### config.mk
export PLATFORM = sky130hd
export DESIGN_NAME = dsag_top
export DESIGN_NICKNAME = d
export VERILOG_FILES = /design/src/logic/dsag_pkg.sv /design/src/logic/dsag_top.sv /design/src/logic/dsag_unit.sv
export VERILOG_INCLUDE_DIRS = /design/src /design/src/logic
export SDC_FILE = /design/constraint.sdc
export NUM_CORES = 2
export LEC_CHECK = 0
export ABC_AREA = 0
export BUFFER_PORTS_ARGS = -buffer_cell sky130_fd_sc_hd__buf_2
export CAP_MARGIN = 20
export CORE_ASPECT_RATIO = 1.25
export CORE_MARGIN = 5
export CORE_UTILIZATION = 37
export CTS_BUF_LIST = sky130_fd_sc_hd__clkbuf_16
export CTS_CLUSTER_SIZE = 24
export DETAILED_ROUTE_END_ITERATION = 8
export PLACE_DENSITY = 0.66
export SYNTH_ARGS = -nofsm -noshare
export SYNTH_HDL_FRONTEND = slang
export SYNTH_SLANG_ARGS = --single-unit
export TNS_END_PERCENT = 1
### constraint.sdc
create_clock -name clk_sys -period 0.94 [get_ports clk_sys]
set_input_delay 0.282 -clock clk_sys [delete_from_list [all_inputs] [get_ports clk_sys]]
set_output_delay 0.282 -clock clk_sys [all_outputs]
set_load 0.01 [all_outputs]
### src/logic/dsag_defines.svh
// Constants for the dual space address generator
`ifndef DSAG_DEFINES_SVH
`define DSAG_DEFINES_SVH

`define DSAG_ADDR_W      16
`define DSAG_REG_IDX_W   4
`define DSAG_LIT_W       16
`define DSAG_WORD_STEP   16'h0002
`define DSAG_XY_BOUNDARY 16'h0900
`define DSAG_PTR_XA      4'h8
`define DSAG_PTR_XB      4'h9
`define DSAG_PTR_YA      4'ha
`define DSAG_PTR_YB      4'hb
`define DSAG_PTR_IDX     4'hc
`define DSAG_BRANCH_W    16
`define DSAG_IRQ_OFF_W   14
`define DSAG_ADDR_RST    16'h0000

`endif

### src/logic/dsag_pkg.sv
// Types for the dual space address generator
package dsag_pkg;

   typedef enum logic [2:0] {
      DSAG_MODE_IND,
      DSAG_MODE_POST,
      DSAG_MODE_PRE,
      DSAG_MODE_IDX,
      DSAG_MODE_LIT
   } dsag_mode_t;

   typedef enum logic [1:0] {
      DSAG_MAC_IND,
      DSAG_MAC_POST,
      DSAG_MAC_IDX
   } dsag_mac_mode_t;

endpackage

### src/logic/dsag_top.sv
// Dual X/Y data space address generation for the core
//
// What this block does
// - X and Y separate or one unified range
// - X read bus serves unified and X prefetch
// - Y read fetches alongside X for MAC
// - Modulo both spaces, bit-reverse X writes only
// - All writes unified, fixed X/Y boundary
// - Sixteen bit byte addresses, 64 Kbytes
// - Indirect uses register, leaves it unchanged
// - Post-modify: use register, then step
// - Pre-modify: step register, then use
// - Indexed adds base and offset registers
// - Literal offset adds register and literal
// - Move modes share one offset field
// - Prefetch pointers fixed to X or Y unit
// - MAC indexing only on second pointers
// - MAC post-modify only by 2, 4, 6
// - Branch and disable literals, fixed widths
`timescale 1ns/1ps
`default_nettype none
`include "dsag_defines.svh"

module dsag_top #(
   parameter logic [15:0] XY_BOUNDARY = `DSAG_XY_BOUNDARY
) (
   // Clock and reset
   input  wire logic                    clk_sys,
   input  wire logic                    nrst,
   // General instruction request
   input  wire logic                    gen_valid,
   input  wire logic                    gen_is_write,
   input  wire dsag_pkg::dsag_mode_t    gen_mode,
   input  wire logic [3:0]              gen_base_sel,
   input  wire logic [3:0]              offset_work_reg,
   input  wire logic [15:0]             gen_step,
   input  wire logic [15:0]             gen_literal,
   input  wire logic                    mod_en,
   input  wire logic [15:0]             mod_start,
   input  wire logic [15:0]             mod_end,
   input  wire logic                    bitrev_en,
   input  wire logic [15:0]             bitrev_mod,
   // Move destination sharing the offset field
   input  wire logic                    mov_valid,
   input  wire dsag_pkg::dsag_mode_t    mov_dst_mode,
   input  wire logic [3:0]              mov_dst_sel,
   input  wire logic [15:0]             mov_dst_step,
   input  wire logic [15:0]             mov_dst_literal,
   // Multiply accumulate prefetch
   input  wire logic                    mac_valid,
   input  wire logic                    mac_x_en,
   input  wire logic                    mac_x_sel_b,
   input  wire dsag_pkg::dsag_mac_mode_t mac_x_mode,
   input  wire logic [1:0]              mac_x_amt,
   input  wire logic                    mac_y_en,
   input  wire logic                    mac_y_sel_b,
   input  wire dsag_pkg::dsag_mac_mode_t mac_y_mode,
   input  wire logic [1:0]              mac_y_amt,
   // Literal fields of other instructions
   input  wire logic [15:0]             branch_instr,
   input  wire logic [13:0]             irq_disable_instr,
   // Working register file view
   input  wire logic [255:0]            work_regs,
   // Working register write back
   output logic                         wb_en_ff,
   output logic [3:0]                   wb_sel_ff,
   output logic [15:0]                  wb_val_ff,
   output logic                         wb2_en_ff,
   output logic [3:0]                   wb2_sel_ff,
   output logic [15:0]                  wb2_val_ff,
   // X read bus, unified view and X prefetch
   output logic                         x_rd_en_ff,
   output logic [15:0]                  x_rd_addr_ff,
   output logic                         x_rd_in_y_ff,
   // X write bus, unified view
   output logic                         x_wr_en_ff,
   output logic [15:0]                  x_wr_addr_ff,
   // Y read bus
   output logic                         y_rd_en_ff,
   output logic [15:0]                  y_rd_addr_ff,
   // Status
   output logic                         mac_err_ff,
   output logic [15:0]                  branch_offset_ff,
   output logic [13:0]                  irq_off_cnt_ff
);
   import dsag_pkg::*;

   ////////////////////////////////////////////////////////////////////////////
   function automatic logic [15:0] reg_val(input logic [255:0] rf, input logic [3:0] sel);
      reg_val = rf[{sel, 4'h0} +: 16];
   endfunction

   // Wrap inside a circular buffer; only the crossing address is corrected
   function automatic logic [15:0] modulo(input logic [15:0] a,
                                          input logic [15:0] s,
                                          input logic [15:0] e,
                                          input logic        en);
      modulo = a;
      if (en) begin
         if (a > e) begin
            modulo = s + (a - e) - `DSAG_WORD_STEP;
         end else if (a < s) begin
            modulo = e - (s - a) + `DSAG_WORD_STEP;
         end
      end
   endfunction

   function automatic logic [15:0] bitrev_add(input logic [15:0] a, input logic [15:0] m);
      logic [15:0] ra;
      logic [15:0] rm;
      logic [15:0] sum;
      for (int i = 0; i < 16; i++) begin
         ra[i] = a[15 - i];
         rm[i] = m[15 - i];
      end
      sum = ra + rm;
      for (int i = 0; i < 16; i++) begin
         bitrev_add[i] = sum[15 - i];
      end
   endfunction

   function automatic logic [15:0] mac_step(input logic [1:0] amt);
      case (amt)
         2'h1:    mac_step = 16'h0002;
         2'h2:    mac_step = 16'h0004;
         2'h3:    mac_step = 16'h0006;
         default: mac_step = 16'h0000;
      endcase
   endfunction

   ////////////////////////////////////////////////////////////////////////////
   // General source operand
   logic [15:0] g_base;
   logic [15:0] g_offs;
   logic [15:0] g_ea;
   logic [15:0] g_upd;
   logic        g_upd_en;
   logic [15:0] g_upd_m;
   logic [15:0] g_ea_m;

   assign g_base = reg_val(work_regs, gen_base_sel);
   assign g_offs = (gen_mode == DSAG_MODE_IDX) ? reg_val(work_regs, offset_work_reg)
                                                : gen_literal;

   dsag_unit u_gen (
      .pre_mode  (gen_mode == DSAG_MODE_PRE),
      .post_mode (gen_mode == DSAG_MODE_POST),
      .idx_mode  (gen_mode == DSAG_MODE_IDX),
      .lit_mode  (gen_mode == DSAG_MODE_LIT),
      .base_val  (g_base),
      .offs_val  (g_offs),
      .step      (gen_step),
      .eff_addr  (g_ea),
      .upd_val   (g_upd),
      .upd_en    (g_upd_en)
   );

   // Bit reverse only on X writes, modulo elsewhere
   always_comb begin
      g_upd_m = modulo(g_upd, mod_start, mod_end, mod_en);
      if (bitrev_en && gen_is_write && gen_mode == DSAG_MODE_POST) begin
         g_upd_m = bitrev_add(g_base, bitrev_mod);
      end
   end
   assign g_ea_m = (gen_mode == DSAG_MODE_PRE) ? g_upd_m : g_ea;

   ////////////////////////////////////////////////////////////////////////////
   // Move destination operand, shares offset_work_reg
   logic [15:0] m_base;
   logic [15:0] m_offs;
   logic [15:0] m_ea;
   logic [15:0] m_upd;
   logic        m_upd_en;
   logic [15:0] m_upd_m;
   logic [15:0] m_ea_m;

   assign m_base = reg_val(work_regs, mov_dst_sel);
   assign m_offs = (mov_dst_mode == DSAG_MODE_IDX) ? reg_val(work_regs, offset_work_reg)
                                                   : mov_dst_literal;

   dsag_unit u_mov (
      .pre_mode  (mov_dst_mode == DSAG_MODE_PRE),
      .post_mode (mov_dst_mode == DSAG_MODE_POST),
      .idx_mode  (mov_dst_mode == DSAG_MODE_IDX),
      .lit_mode  (mov_dst_mode == DSAG_MODE_LIT),
      .base_val  (m_base),
      .offs_val  (m_offs),
      .step      (mov_dst_step),
      .eff_addr  (m_ea),
      .upd_val   (m_upd),
      .upd_en    (m_upd_en)
   );
   assign m_upd_m = modulo(m_upd, mod_start, mod_end, mod_en);
   assign m_ea_m  = (mov_dst_mode == DSAG_MODE_PRE) ? m_upd_m : m_ea;

   ////////////////////////////////////////////////////////////////////////////
   // Prefetch pointers are hard wired to their unit
   logic [3:0]  x_sel;
   logic [3:0]  y_sel;
   logic [15:0] x_ptr;
   logic [15:0] y_ptr;
   logic        x_bad;
   logic        y_bad;
   logic [15:0] x_ea;
   logic [15:0] y_ea;
   logic [15:0] x_upd;
   logic [15:0] y_upd;

   assign x_sel = mac_x_sel_b ? `DSAG_PTR_XB : `DSAG_PTR_XA;
   assign y_sel = mac_y_sel_b ? `DSAG_PTR_YB : `DSAG_PTR_YA;
   assign x_ptr = reg_val(work_regs, x_sel);
   assign y_ptr = reg_val(work_regs, y_sel);

   // Indexing only on second pointers; zero step refused
   assign x_bad = (mac_x_mode == DSAG_MAC_IDX && !mac_x_sel_b) ||
                  (mac_x_mode == DSAG_MAC_POST && mac_x_amt == 2'h0);
   assign y_bad = (mac_y_mode == DSAG_MAC_IDX && !mac_y_sel_b) ||
                  (mac_y_mode == DSAG_MAC_POST && mac_y_amt == 2'h0);

   // Index register for the MAC is the fixed companion register
   assign x_ea  = (mac_x_mode == DSAG_MAC_IDX) ? x_ptr + reg_val(work_regs, `DSAG_PTR_IDX) : x_ptr;
   assign y_ea  = (mac_y_mode == DSAG_MAC_IDX) ? y_ptr + reg_val(work_regs, `DSAG_PTR_IDX) : y_ptr;
   assign x_upd = modulo(x_ptr + mac_step(mac_x_amt), mod_start, mod_end, mod_en);
   assign y_upd = modulo(y_ptr + mac_step(mac_y_amt), mod_start, mod_end, mod_en);

   ////////////////////////////////////////////////////////////////////////////
   logic mac_x_go;
   logic mac_y_go;
   assign mac_x_go = mac_valid && mac_x_en && !x_bad;
   assign mac_y_go = mac_valid && mac_y_en && !y_bad;

   // X read bus and Y read bus
   always_ff @(posedge clk_sys or negedge nrst) begin
      if (!nrst) begin
         x_rd_en_ff   <= 1'b0;
         x_rd_addr_ff <= `DSAG_ADDR_RST;
         x_rd_in_y_ff <= 1'b0;
         y_rd_en_ff   <= 1'b0;
         y_rd_addr_ff <= `DSAG_ADDR_RST;
      end else begin
         x_rd_en_ff   <= 1'b0;
         y_rd_en_ff   <= 1'b0;
         if (mac_x_go) begin
            x_rd_en_ff   <= 1'b1;
            x_rd_addr_ff <= x_ea;
            x_rd_in_y_ff <= 1'b0;
         end else if (gen_valid && !gen_is_write) begin
            x_rd_en_ff   <= 1'b1;
            x_rd_addr_ff <= g_ea_m;
            x_rd_in_y_ff <= (g_ea_m >= XY_BOUNDARY);
         end
         if (mac_y_go) begin
            y_rd_en_ff   <= 1'b1;
            y_rd_addr_ff <= y_ea;
         end
      end
   end

   // Writes always use the unified view
   always_ff @(posedge clk_sys or negedge nrst) begin
      if (!nrst) begin
         x_wr_en_ff   <= 1'b0;
         x_wr_addr_ff <= `DSAG_ADDR_RST;
      end else begin
         x_wr_en_ff <= 1'b0;
         if (mov_valid) begin
            x_wr_en_ff   <= 1'b1;
            x_wr_addr_ff <= m_ea_m;
         end else if (gen_valid && gen_is_write) begin
            x_wr_en_ff   <= 1'b1;
            x_wr_addr_ff <= g_ea_m;
         end
      end
   end

   ////////////////////////////////////////////////////////////////////////////
   // Pointer write back in the same instruction
   always_ff @(posedge clk_sys or negedge nrst) begin
      if (!nrst) begin
         wb_en_ff  <= 1'b0;
         wb_sel_ff <= 4'h0;
         wb_val_ff <= 16'h0000;
      end else begin
         wb_en_ff <= 1'b0;
         if (mac_x_go && mac_x_mode == DSAG_MAC_POST) begin
            wb_en_ff  <= 1'b1;
            wb_sel_ff <= x_sel;
            wb_val_ff <= x_upd;
         end else if (gen_valid && g_upd_en) begin
            wb_en_ff  <= 1'b1;
            wb_sel_ff <= gen_base_sel;
            wb_val_ff <= g_upd_m;
         end
      end
   end

   always_ff @(posedge clk_sys or negedge nrst) begin
      if (!nrst) begin
         wb2_en_ff  <= 1'b0;
         wb2_sel_ff <= 4'h0;
         wb2_val_ff <= 16'h0000;
      end else begin
         wb2_en_ff <= 1'b0;
         if (mac_y_go && mac_y_mode == DSAG_MAC_POST) begin
            wb2_en_ff  <= 1'b1;
            wb2_sel_ff <= y_sel;
            wb2_val_ff <= y_upd;
         end else if (mov_valid && m_upd_en) begin
            wb2_en_ff  <= 1'b1;
            wb2_sel_ff <= mov_dst_sel;
            wb2_val_ff <= m_upd_m;
         end
      end
   end

   ////////////////////////////////////////////////////////////////////////////
   // Literal capture and MAC mode errors
   always_ff @(posedge clk_sys or negedge nrst) begin
      if (!nrst) begin
         mac_err_ff       <= 1'b0;
         branch_offset_ff <= 16'h0000;
         irq_off_cnt_ff   <= 14'h0000;
      end else begin
         mac_err_ff       <= mac_valid && ((mac_x_en && x_bad) || (mac_y_en && y_bad));
         branch_offset_ff <= branch_instr;
         irq_off_cnt_ff   <= irq_disable_instr;
      end
   end

   ////////////////////////////////////////////////////////////////////////////
   a_ind_no_wb: assert property (@(posedge clk_sys) disable iff (!nrst)
      (gen_valid && gen_mode == DSAG_MODE_IND && !mac_valid) |=> !wb_en_ff)
      else $error("indirect mode modified pointer");
   a_post_ea: assert property (@(posedge clk_sys) disable iff (!nrst)
      (gen_valid && !gen_is_write && !mac_valid && gen_mode == DSAG_MODE_POST)
      |=> x_rd_addr_ff == $past(g_base))
      else $error("post modify used updated value");
   a_pre_ea: assert property (@(posedge clk_sys) disable iff (!nrst)
      (gen_valid && !mac_valid && gen_mode == DSAG_MODE_PRE && !mod_en)
      |=> wb_en_ff && wb_val_ff == $past(g_base) + $past(gen_step))
      else $error("pre modify write back wrong");
   a_idx_ea: assert property (@(posedge clk_sys) disable iff (!nrst)
      (gen_valid && !gen_is_write && !mac_valid && gen_mode == DSAG_MODE_IDX)
      |=> x_rd_addr_ff == $past(g_base) + $past(reg_val(work_regs, offset_work_reg)))
      else $error("indexed address wrong");
   a_lit_ea: assert property (@(posedge clk_sys) disable iff (!nrst)
      (gen_valid && !gen_is_write && !mac_valid && gen_mode == DSAG_MODE_LIT)
      |=> x_rd_addr_ff == $past(g_base) + $past(gen_literal))
      else $error("literal offset address wrong");
   a_mac_dual: assert property (@(posedge clk_sys) disable iff (!nrst)
      (mac_x_go && mac_y_go) |=> x_rd_en_ff && y_rd_en_ff)
      else $error("MAC fetches not concurrent");
   a_mac_idx_bad: assert property (@(posedge clk_sys) disable iff (!nrst)
      (mac_valid && mac_x_en && mac_x_mode == DSAG_MAC_IDX && !mac_x_sel_b) |=> mac_err_ff)
      else $error("indexing on first X pointer accepted");
   a_mac_step: assert property (@(posedge clk_sys) disable iff (!nrst)
      (mac_x_go && mac_x_mode == DSAG_MAC_POST && !mod_en)
      |=> wb_en_ff && (wb_val_ff - $past(x_ptr)) inside {16'h0002, 16'h0004, 16'h0006})
      else $error("MAC step outside 2, 4, 6");
   a_mac_route: assert property (@(posedge clk_sys) disable iff (!nrst)
      (mac_y_go && mac_y_mode == DSAG_MAC_POST) |=> wb2_sel_ff inside {4'ha, 4'hb})
      else $error("Y pointer not routed to Y unit");
   a_write_uni: assert property (@(posedge clk_sys) disable iff (!nrst)
      (gen_valid && gen_is_write && !mov_valid) |=> x_wr_en_ff && x_wr_addr_ff == $past(g_ea_m))
      else $error("write missed unified bus");

endmodule
`default_nettype wire

### src/logic/dsag_unit.sv
// One address generation unit: effective address and pointer update
`timescale 1ns/1ps
`default_nettype none
`include "dsag_defines.svh"

module dsag_unit (
   // Mode and operands
   input  wire logic               pre_mode,
   input  wire logic               post_mode,
   input  wire logic               idx_mode,
   input  wire logic               lit_mode,
   input  wire logic [15:0]        base_val,
   input  wire logic [15:0]        offs_val,
   input  wire logic [15:0]        step,
   // Results
   output logic      [15:0]        eff_addr,
   output logic      [15:0]        upd_val,
   output logic                    upd_en
);

   always_comb begin
      upd_val  = base_val + step;
      upd_en   = pre_mode | post_mode;
      eff_addr = base_val;
      if (pre_mode) begin
         eff_addr = upd_val;
      end else if (idx_mode | lit_mode) begin
         eff_addr = base_val + offs_val;
      end
   end

endmodule
`default_nettype wire

Word level (Yosys, flattened, before mapping)
Cells that the tools add are included.
W data, S select, Z words.
{"block": "classes", "magnitude_cmp": 9, "div_mod_pow": 0, "eq_ne": 18, "shift": 5, "bitwise_logic": 4, "n_mul": 0, "addsub": 33, "reduce_logical": 33, "n_mux": 48}
{"operator": "$shiftx A256 B9 Y16", "n": 5}
{"operator": "$mux W16", "n": 29}
{"operator": "$add A16 B16 Y16", "n": 13}
{"operator": "$sub A16 B16 Y16", "n": 12}
{"operator": "$add A16 B2 Y16 const B", "n": 4}
{"operator": "$gt A16 B16 Y1", "n": 4}
{"operator": "$lt A16 B16 Y1", "n": 4}
{"operator": "$sub A16 B2 Y16 const B", "n": 4}
{"operator": "$logic_and A1 B1 Y1", "n": 19}
{"operator": "$pmux W3 S3", "n": 2}
{"operator": "$ge A16 B12 Y1 const B", "n": 1}
{"operator": "$mux W4", "n": 4}
{"operator": "$mux W1", "n": 13}
{"operator": "$eq A2 B2 Y1 const B", "n": 6}
{"operator": "$eq A3 B2 Y1 const B", "n": 4}
{"operator": "$eq A2 B1 Y1 const B", "n": 4}
{"operator": "$reduce_bool A2 Y1", "n": 4}
{"operator": "$eq A3 B1 Y1 const B", "n": 2}
{"operator": "$eq A3 B3 Y1 const B", "n": 2}
{"operator": "$logic_not A1 Y1", "n": 5}
{"operator": "$logic_not A2 Y1", "n": 2}
{"operator": "$or A1 B1 Y1", "n": 4}
{"operator": "$logic_or A1 B1 Y1", "n": 3}
{"block": "word_totals", "register_bits": 125, "mem_bits_ro": 0, "mem_count": 0, "latch_bits": 0, "ramBits": 0}

Logic depth before layout (Yosys ltp)
{"block": "depth", "ltp_word": 13, "depth_mapped": 26, "ltp_nobuf": 24}

By module
A second synthesis with hierarchy kept.
{"block": "hier_totals", "cells_unflattened": 3474, "hier_area_um2": 31056.0}
{"module": "dsag_top", "area_each_um2": 27531.4, "cells_each": 2990, "n_inst": 1}
{"module": "dsag_unit (u_mov)", "area_each_um2": 1786.7, "cells_each": 236, "n_inst": 1}
{"module": "dsag_unit (u_gen)", "area_each_um2": 1737.9, "cells_each": 248, "n_inst": 1}

Worst setup path after synthesis
Ideal clock, no wire load.
{"block": "synth_path", "path_type": "input port to flip-flop", "startpoint": "input gen_base_sel[0]", "endpoint": "register x_rd_in_y_ff", "setup_ps": 133, "n_path_buf": 3, "t_arrival_ps": 6836, "slack_ps": -6029, "path_stages": 23, "path_cell_list": "buf_2 -> buf_2 -> buf_2 -> mux4_2 -> mux4_2 -> ha_1 -> o21ai_0 -> a211oi_1 -> a2111oi_0 -> a21oi_1 -> a31oi_1 -> xnor2_1 -> ha_1 -> nand4_1 -> or2_4 -> or4_4 -> o21ai_4 -> nor3_2 -> o211a_1 -> a311o_1 -> or3b_1 -> a2111oi_2 -> a31oi_1"}
{"block": "synth_between", "elab_chain_len": 13, "elab_cells_between_ends": 21, "classes_between": "add/sub (9); order compare (3); shift (1); mux (8)"}
{"element": "from (decl)", "line": "dsag_top.sv:34", "text": "input wire logic [3:0] gen_base_sel,"}
{"element": "$shiftx A256 B9 Y16 (*)", "line": "dsag_top.sv:90", "text": "reg_val = rf[{sel, 4'h0} +: 16];"}
{"element": "$add A16 B16 Y16", "line": "dsag_unit.sv:22", "text": "upd_val = base_val + step;"}
{"element": "$sub A16 B16 Y16 (2 in series)", "line": "dsag_top.sv:103", "text": "modulo = e - (s - a) + `DSAG_WORD_STEP;"}
{"element": "$add A16 B2 Y16 (no line)"}
{"element": "$mux W16", "line": "dsag_top.sv:102", "text": "end else if (a < s) begin"}
{"element": "$mux W16", "line": "dsag_top.sv:100", "text": "if (a > e) begin"}
{"element": "$mux W16", "line": "dsag_top.sv:99", "text": "if (en) begin"}
{"element": "$mux W16", "line": "dsag_top.sv:161", "text": "if (bitrev_en && gen_is_write && gen_mode == DSAG_MODE_POST) begin"}
{"element": "$mux W16 (*)", "line": "dsag_top.sv:165", "text": "assign g_ea_m = (gen_mode == DSAG_MODE_PRE) ? g_upd_m : g_ea;"}
{"element": "$ge A16 B12 Y1 (*)", "line": "dsag_top.sv:250", "text": "x_rd_in_y_ff <= (g_ea_m >= XY_BOUNDARY);"}
{"element": "$mux W1 (*)", "line": "dsag_top.sv:247", "text": "end else if (gen_valid && !gen_is_write) begin"}
{"element": "$mux W1 (*)", "line": "dsag_top.sv:243", "text": "if (mac_x_go) begin"}
{"element": "to (signal assigned)", "line": "dsag_top.sv:250"}
{"element": "to (decl)", "line": "dsag_top.sv:74", "text": "output logic x_rd_in_y_ff,"}
Mark *: on every way between the ends. The rest lies on a longest branch, timed or not. The select of a mux whose other input is x is not followed.
A chain may end at the register's enable or synchronous reset.

Final worst setup path
{"block": "layout_path", "startpoint": "input work_regs[192]", "endpoint": "register x_rd_in_y_ff"}
{"block": "layout_between", "elab_chain_len": 13, "elab_cells_between_ends": 23, "classes_between": "add/sub (9); order compare (3); shift (2); mux (9)"}
{"element": "from (decl)", "line": "dsag_top.sv:63", "text": "input wire logic [255:0] work_regs,"}
{"element": "$shiftx A256 B9 Y16", "line": "dsag_top.sv:90"}
{"element": "$add A16 B16 Y16", "line": "dsag_unit.sv:22"}
{"element": "$sub A16 B16 Y16 (2 in series)", "line": "dsag_top.sv:103"}
{"element": "$add A16 B2 Y16 (no line)"}
{"element": "$mux W16", "line": "dsag_top.sv:102"}
{"element": "$mux W16", "line": "dsag_top.sv:100"}
{"element": "$mux W16", "line": "dsag_top.sv:99"}
{"element": "$mux W16", "line": "dsag_top.sv:161"}
{"element": "$mux W16 (*)", "line": "dsag_top.sv:165"}
{"element": "$ge A16 B12 Y1 (*)", "line": "dsag_top.sv:250"}
{"element": "$mux W1 (*)", "line": "dsag_top.sv:247"}
{"element": "$mux W1 (*)", "line": "dsag_top.sv:243"}
Marked as above.

==> flow_metrics.env <==
export IMPL_drt_wl_total_um=170000
export IMPL_synth_area_um2=30500
export IMPL_ir_drop_mv=1.61
export IMPL_die_x_um=267
export IMPL_syn_nets=4327
export IMPL_synth_area_leaders="ha_1, mux4_2, dfrtp_1"
export IMPL_setup_viol=217
export IMPL_cts_tree="yes"
export IMPL_timing_fmax_ghz=0.166
export IMPL_hold_viol_final=0
export IMPL_synth_top_area_frac=0.177
export IMPL_syn_avg_cell_area_um2=9.16
export IMPL_synthToLayoutAreaGrowth_pct=56.4
export IMPL_wl_met3_um=14600
export IMPL_syn_inst=3331
export IMPL_async_flop_share=1.00
export IMPL_clk_latency_ps=440
export IMPL_final_area_um2=47700
export IMPL_yosysWarnings=0
export IMPL_period_minus_slack_ps=6020
export IMPL_drc=0
export IMPL_nets=6114
export IMPL_period_share=6.40
export IMPL_cts_buffers=17
export IMPL_drive_gt1_frac=0.480
export IMPL_slowest_delay_ps=600
export IMPL_grt_util_all_layers=0.368
export IMPL_fp_row_count=117
export IMPL_synthFlopType="dfrtp_1"
export IMPL_dp_cells=6114
export IMPL_path_delay_family="compound AO/OA/AOI/OAI gates"
export IMPL_yosysTopAreaCell="ha_1"
export IMPL_met2WireLength_um=77400
export IMPL_grt_max_degree=32
export IMPL_drv_cap=0
export IMPL_fill_cells=7318
export IMPL_cp_num_buf_inv=5
export IMPL_cp_required_ps=1260
export IMPL_cp_arrival_ps=6340
export IMPL_setup_ws_ps=-5080
export IMPL_leakage_nw=23.3
export IMPL_synth_edff_count=0
export IMPL_yosysSeqAreaShare=0.103
export IMPL_post_drt_wl_per_cell_um=27.3
export IMPL_maxUsedRoutingLayer="met5"
export IMPL_viasPerCell=5.86
export IMPL_placed_area_um2=44300
export IMPL_cts_sinks=125
export IMPL_core_um2=81700
export IMPL_ant_nets=0
export IMPL_cts_htree_levels=4
export IMPL_final_setup_skew_ps=0
export IMPL_clk_pin_slew_ps=70
export IMPL_antenna_found_initial=49
export IMPL_p_per_area_nw_per_um2=2200
export IMPL_crit_fanout=4
export IMPL_maxSlewViolCount=0
export IMPL_vias=36500
export IMPL_grt_pass1_vias=36700
export IMPL_slowest_stage="mux4_2"
export IMPL_initial_core_util=0.374
export IMPL_hold_class="in -> reg"
export IMPL_grt_remaining_overflow=0
export IMPL_routabilityCongestion=1.13
export IMPL_cpMostUsedCell="buf_4"
export IMPL_fp_dieH_um=331
export IMPL_grt_pass1_wl_um=238000
export IMPL_drt_met1_wl_um=56100
export IMPL_critPathLaunchType="input port"
export IMPL_tightest_slew_ps=850
export IMPL_setup_worst_path_end_class="flip-flop"
export IMPL_cts_root_buf="clkbuf_16"
export IMPL_cts_max_path_buffers=2
export IMPL_die_area_um2=88300
export IMPL_drt_pass1_iterations=6
export IMPL_portBuffers=560
export IMPL_boundaryPins=561
export IMPL_status="finished, violations left"
export IMPL_synth_ff_latch_count=125
export IMPL_ys_types=81
export IMPL_initialDrtViolationCount=3255
export IMPL_maxSlewHeadroom=0.418
export IMPL_critPathKind="in -> reg"
export IMPL_finalNonFillerCells=6234
export IMPL_place_hpwl_um=148000
export IMPL_violations="setup timing"
export IMPL_rsz0062_at_grt="yes"
[state kept, by name, summed over array words and instances, names as in the netlist]
register / cells
branch_offset_ff: 16
wb2_val_ff: 16
wb_val_ff: 16
x_rd_addr_ff: 16
x_wr_addr_ff: 16
y_rd_addr_ff: 16
irq_off_cnt_ff: 14
wb2_sel_ff: 4
wb_sel_ff: 4
mac_err_ff: 1
wb2_en_ff: 1
wb_en_ff: 1
x_rd_en_ff: 1
x_rd_in_y_ff: 1
x_wr_en_ff: 1
y_rd_en_ff: 1
[cells in the final DEF, fill, tap and decap left out, types with 68 or more instances in the layout]
cell and count:
nand2_1 207, nand3_1 68, buf_6 85, xnor2_1 116, fa_1 125, o21ai_0 117
buf_2 491, buf_4 1241, ha_1 403, a21oi_1 177, mux4_2 238, nor3_1 70
dfrtp_1 99, nor2_1 174, inv_1 324
[what timing repair did]
action | in CTS | in global routing
gates cloned | 4 | 0
hold buffers | 31 | 0
setup buffers | 16 | 8
resized for setup | 342 | 135
pin swaps | 108 | 61
hold endpoints to repair | 46 | 0
setup endpoints to repair | 219 | 218
[report_power, final]
group	leakage (nW)	internal [W]	switching, W
logic	21.5	0.0445	0.0447
clock network	0.312	0.00470	0.00294
registers	1.47	0.00673	0.00143
total	23.3	0.0559	0.0491
[logic make-up (layout without fill, tap and decap cells)]
family / after synthesis / in the layout / synth area share
adders and majority gates: 560 / 560 / 0.261
xor gates and xnor gates: 199 / 199 / 0.0571
buffers and inverters: 469 / 2269 / 0.0584
muxes: 345 / 345 / 0.213
DFF: 125 / 125 / 0.103
other: 0 / 32 / 0
and+or+nand+nor: 782 / 782 / 0.124
AOI/OAI and AO/OA: 851 / 851 / 0.185
[synth_stat cells (17+ instances only)]
cell type,count
a22oi_1,33
nand4_1,23
o211ai_1,50
nand2_1,214
o21a_1,40
nor2b_1,43
o21ai_0,159
nor2_1,182
o22ai_1,33
dfrtp_1,125
buf_2,17
or3_1,24
mux2i_1,64
a221oi_1,18
mux2_2,43
and2_1,19
xor2_1,68
and3_1,29
nand2b_1,33
ha_1,431
fa_1,129
a31oi_1,44
inv_1,332
a21o_1,62
nor3_1,81
mux4_2,238
xnor2_1,131
a21oi_1,205
nand3_1,78
a211oi_1,45
clkbuf_1,103
[final cells by class]
cell class                      count  area (um2)  area share
Antenna cell                       32        80.1     0.00168
Clock buffer                       17         425     0.00891
Clock inverter                     15         219     0.00459
Inverter                          333        1250      0.0263
Multi-Input combinational cell   2737       27100       0.567
Sequential cell                   125        3160      0.0662
Tap cell                         1071        1340      0.0281
Timing Repair Buffer             1904       14200       0.297
[path summary, 6_finish.rpt]
path	endpoint	startpoint	cells after the start	slack, ps
min	wb_sel_ff[0]	mac_x_sel_b	4	160
max in group asynchronous	x_wr_addr_ff[10]	nrst	3	80
min reg2reg	y_rd_addr_ff[9]	y_rd_addr_ff[9]	2	480
max reg2reg	wb_val_ff[15]	wb_val_ff[15]	3	-50
min in group asynchronous	branch_offset_ff[12]	nrst	2	310
max	x_rd_in_y_ff	work_regs[192]	25	-5080
[worst register-to-register path: cells and delay by family, from the launching register on]
| kind | cells | cell delay (ps) |
|---|---|---|
| AO/OA/AOI/OAI | 1 | 130 |
| flip-flops | 1 | 440 |
| AND/OR/NAND/NOR | 2 | 290 |
[stage by stage]
step           power (W)  hold slack (ps)  setup WS (ps)  utilization  setup TNS (ps)
2_1_floorplan     0.0490            -13.6          -5200            -         -349210
3_3_place_gp      0.0863              208          -5840        0.542         -402080
3_5_place_dp      0.0871              198          -5890        0.542         -406650
4_1_cts            0.100              133          -5000        0.575         -370480
5_1_grt            0.111              167          -5150        0.584         -386130
6_report           0.105              157          -5080        0.584         -373680
[metal layers]
metal  up-vias  track usage
met5         -            0
met3       807       0.0719
met2      2218        0.601
li1      16100            -
met4         6        0.357
met1     17400        0.395
Note: power is estimated with default switching activity, not from simulation.
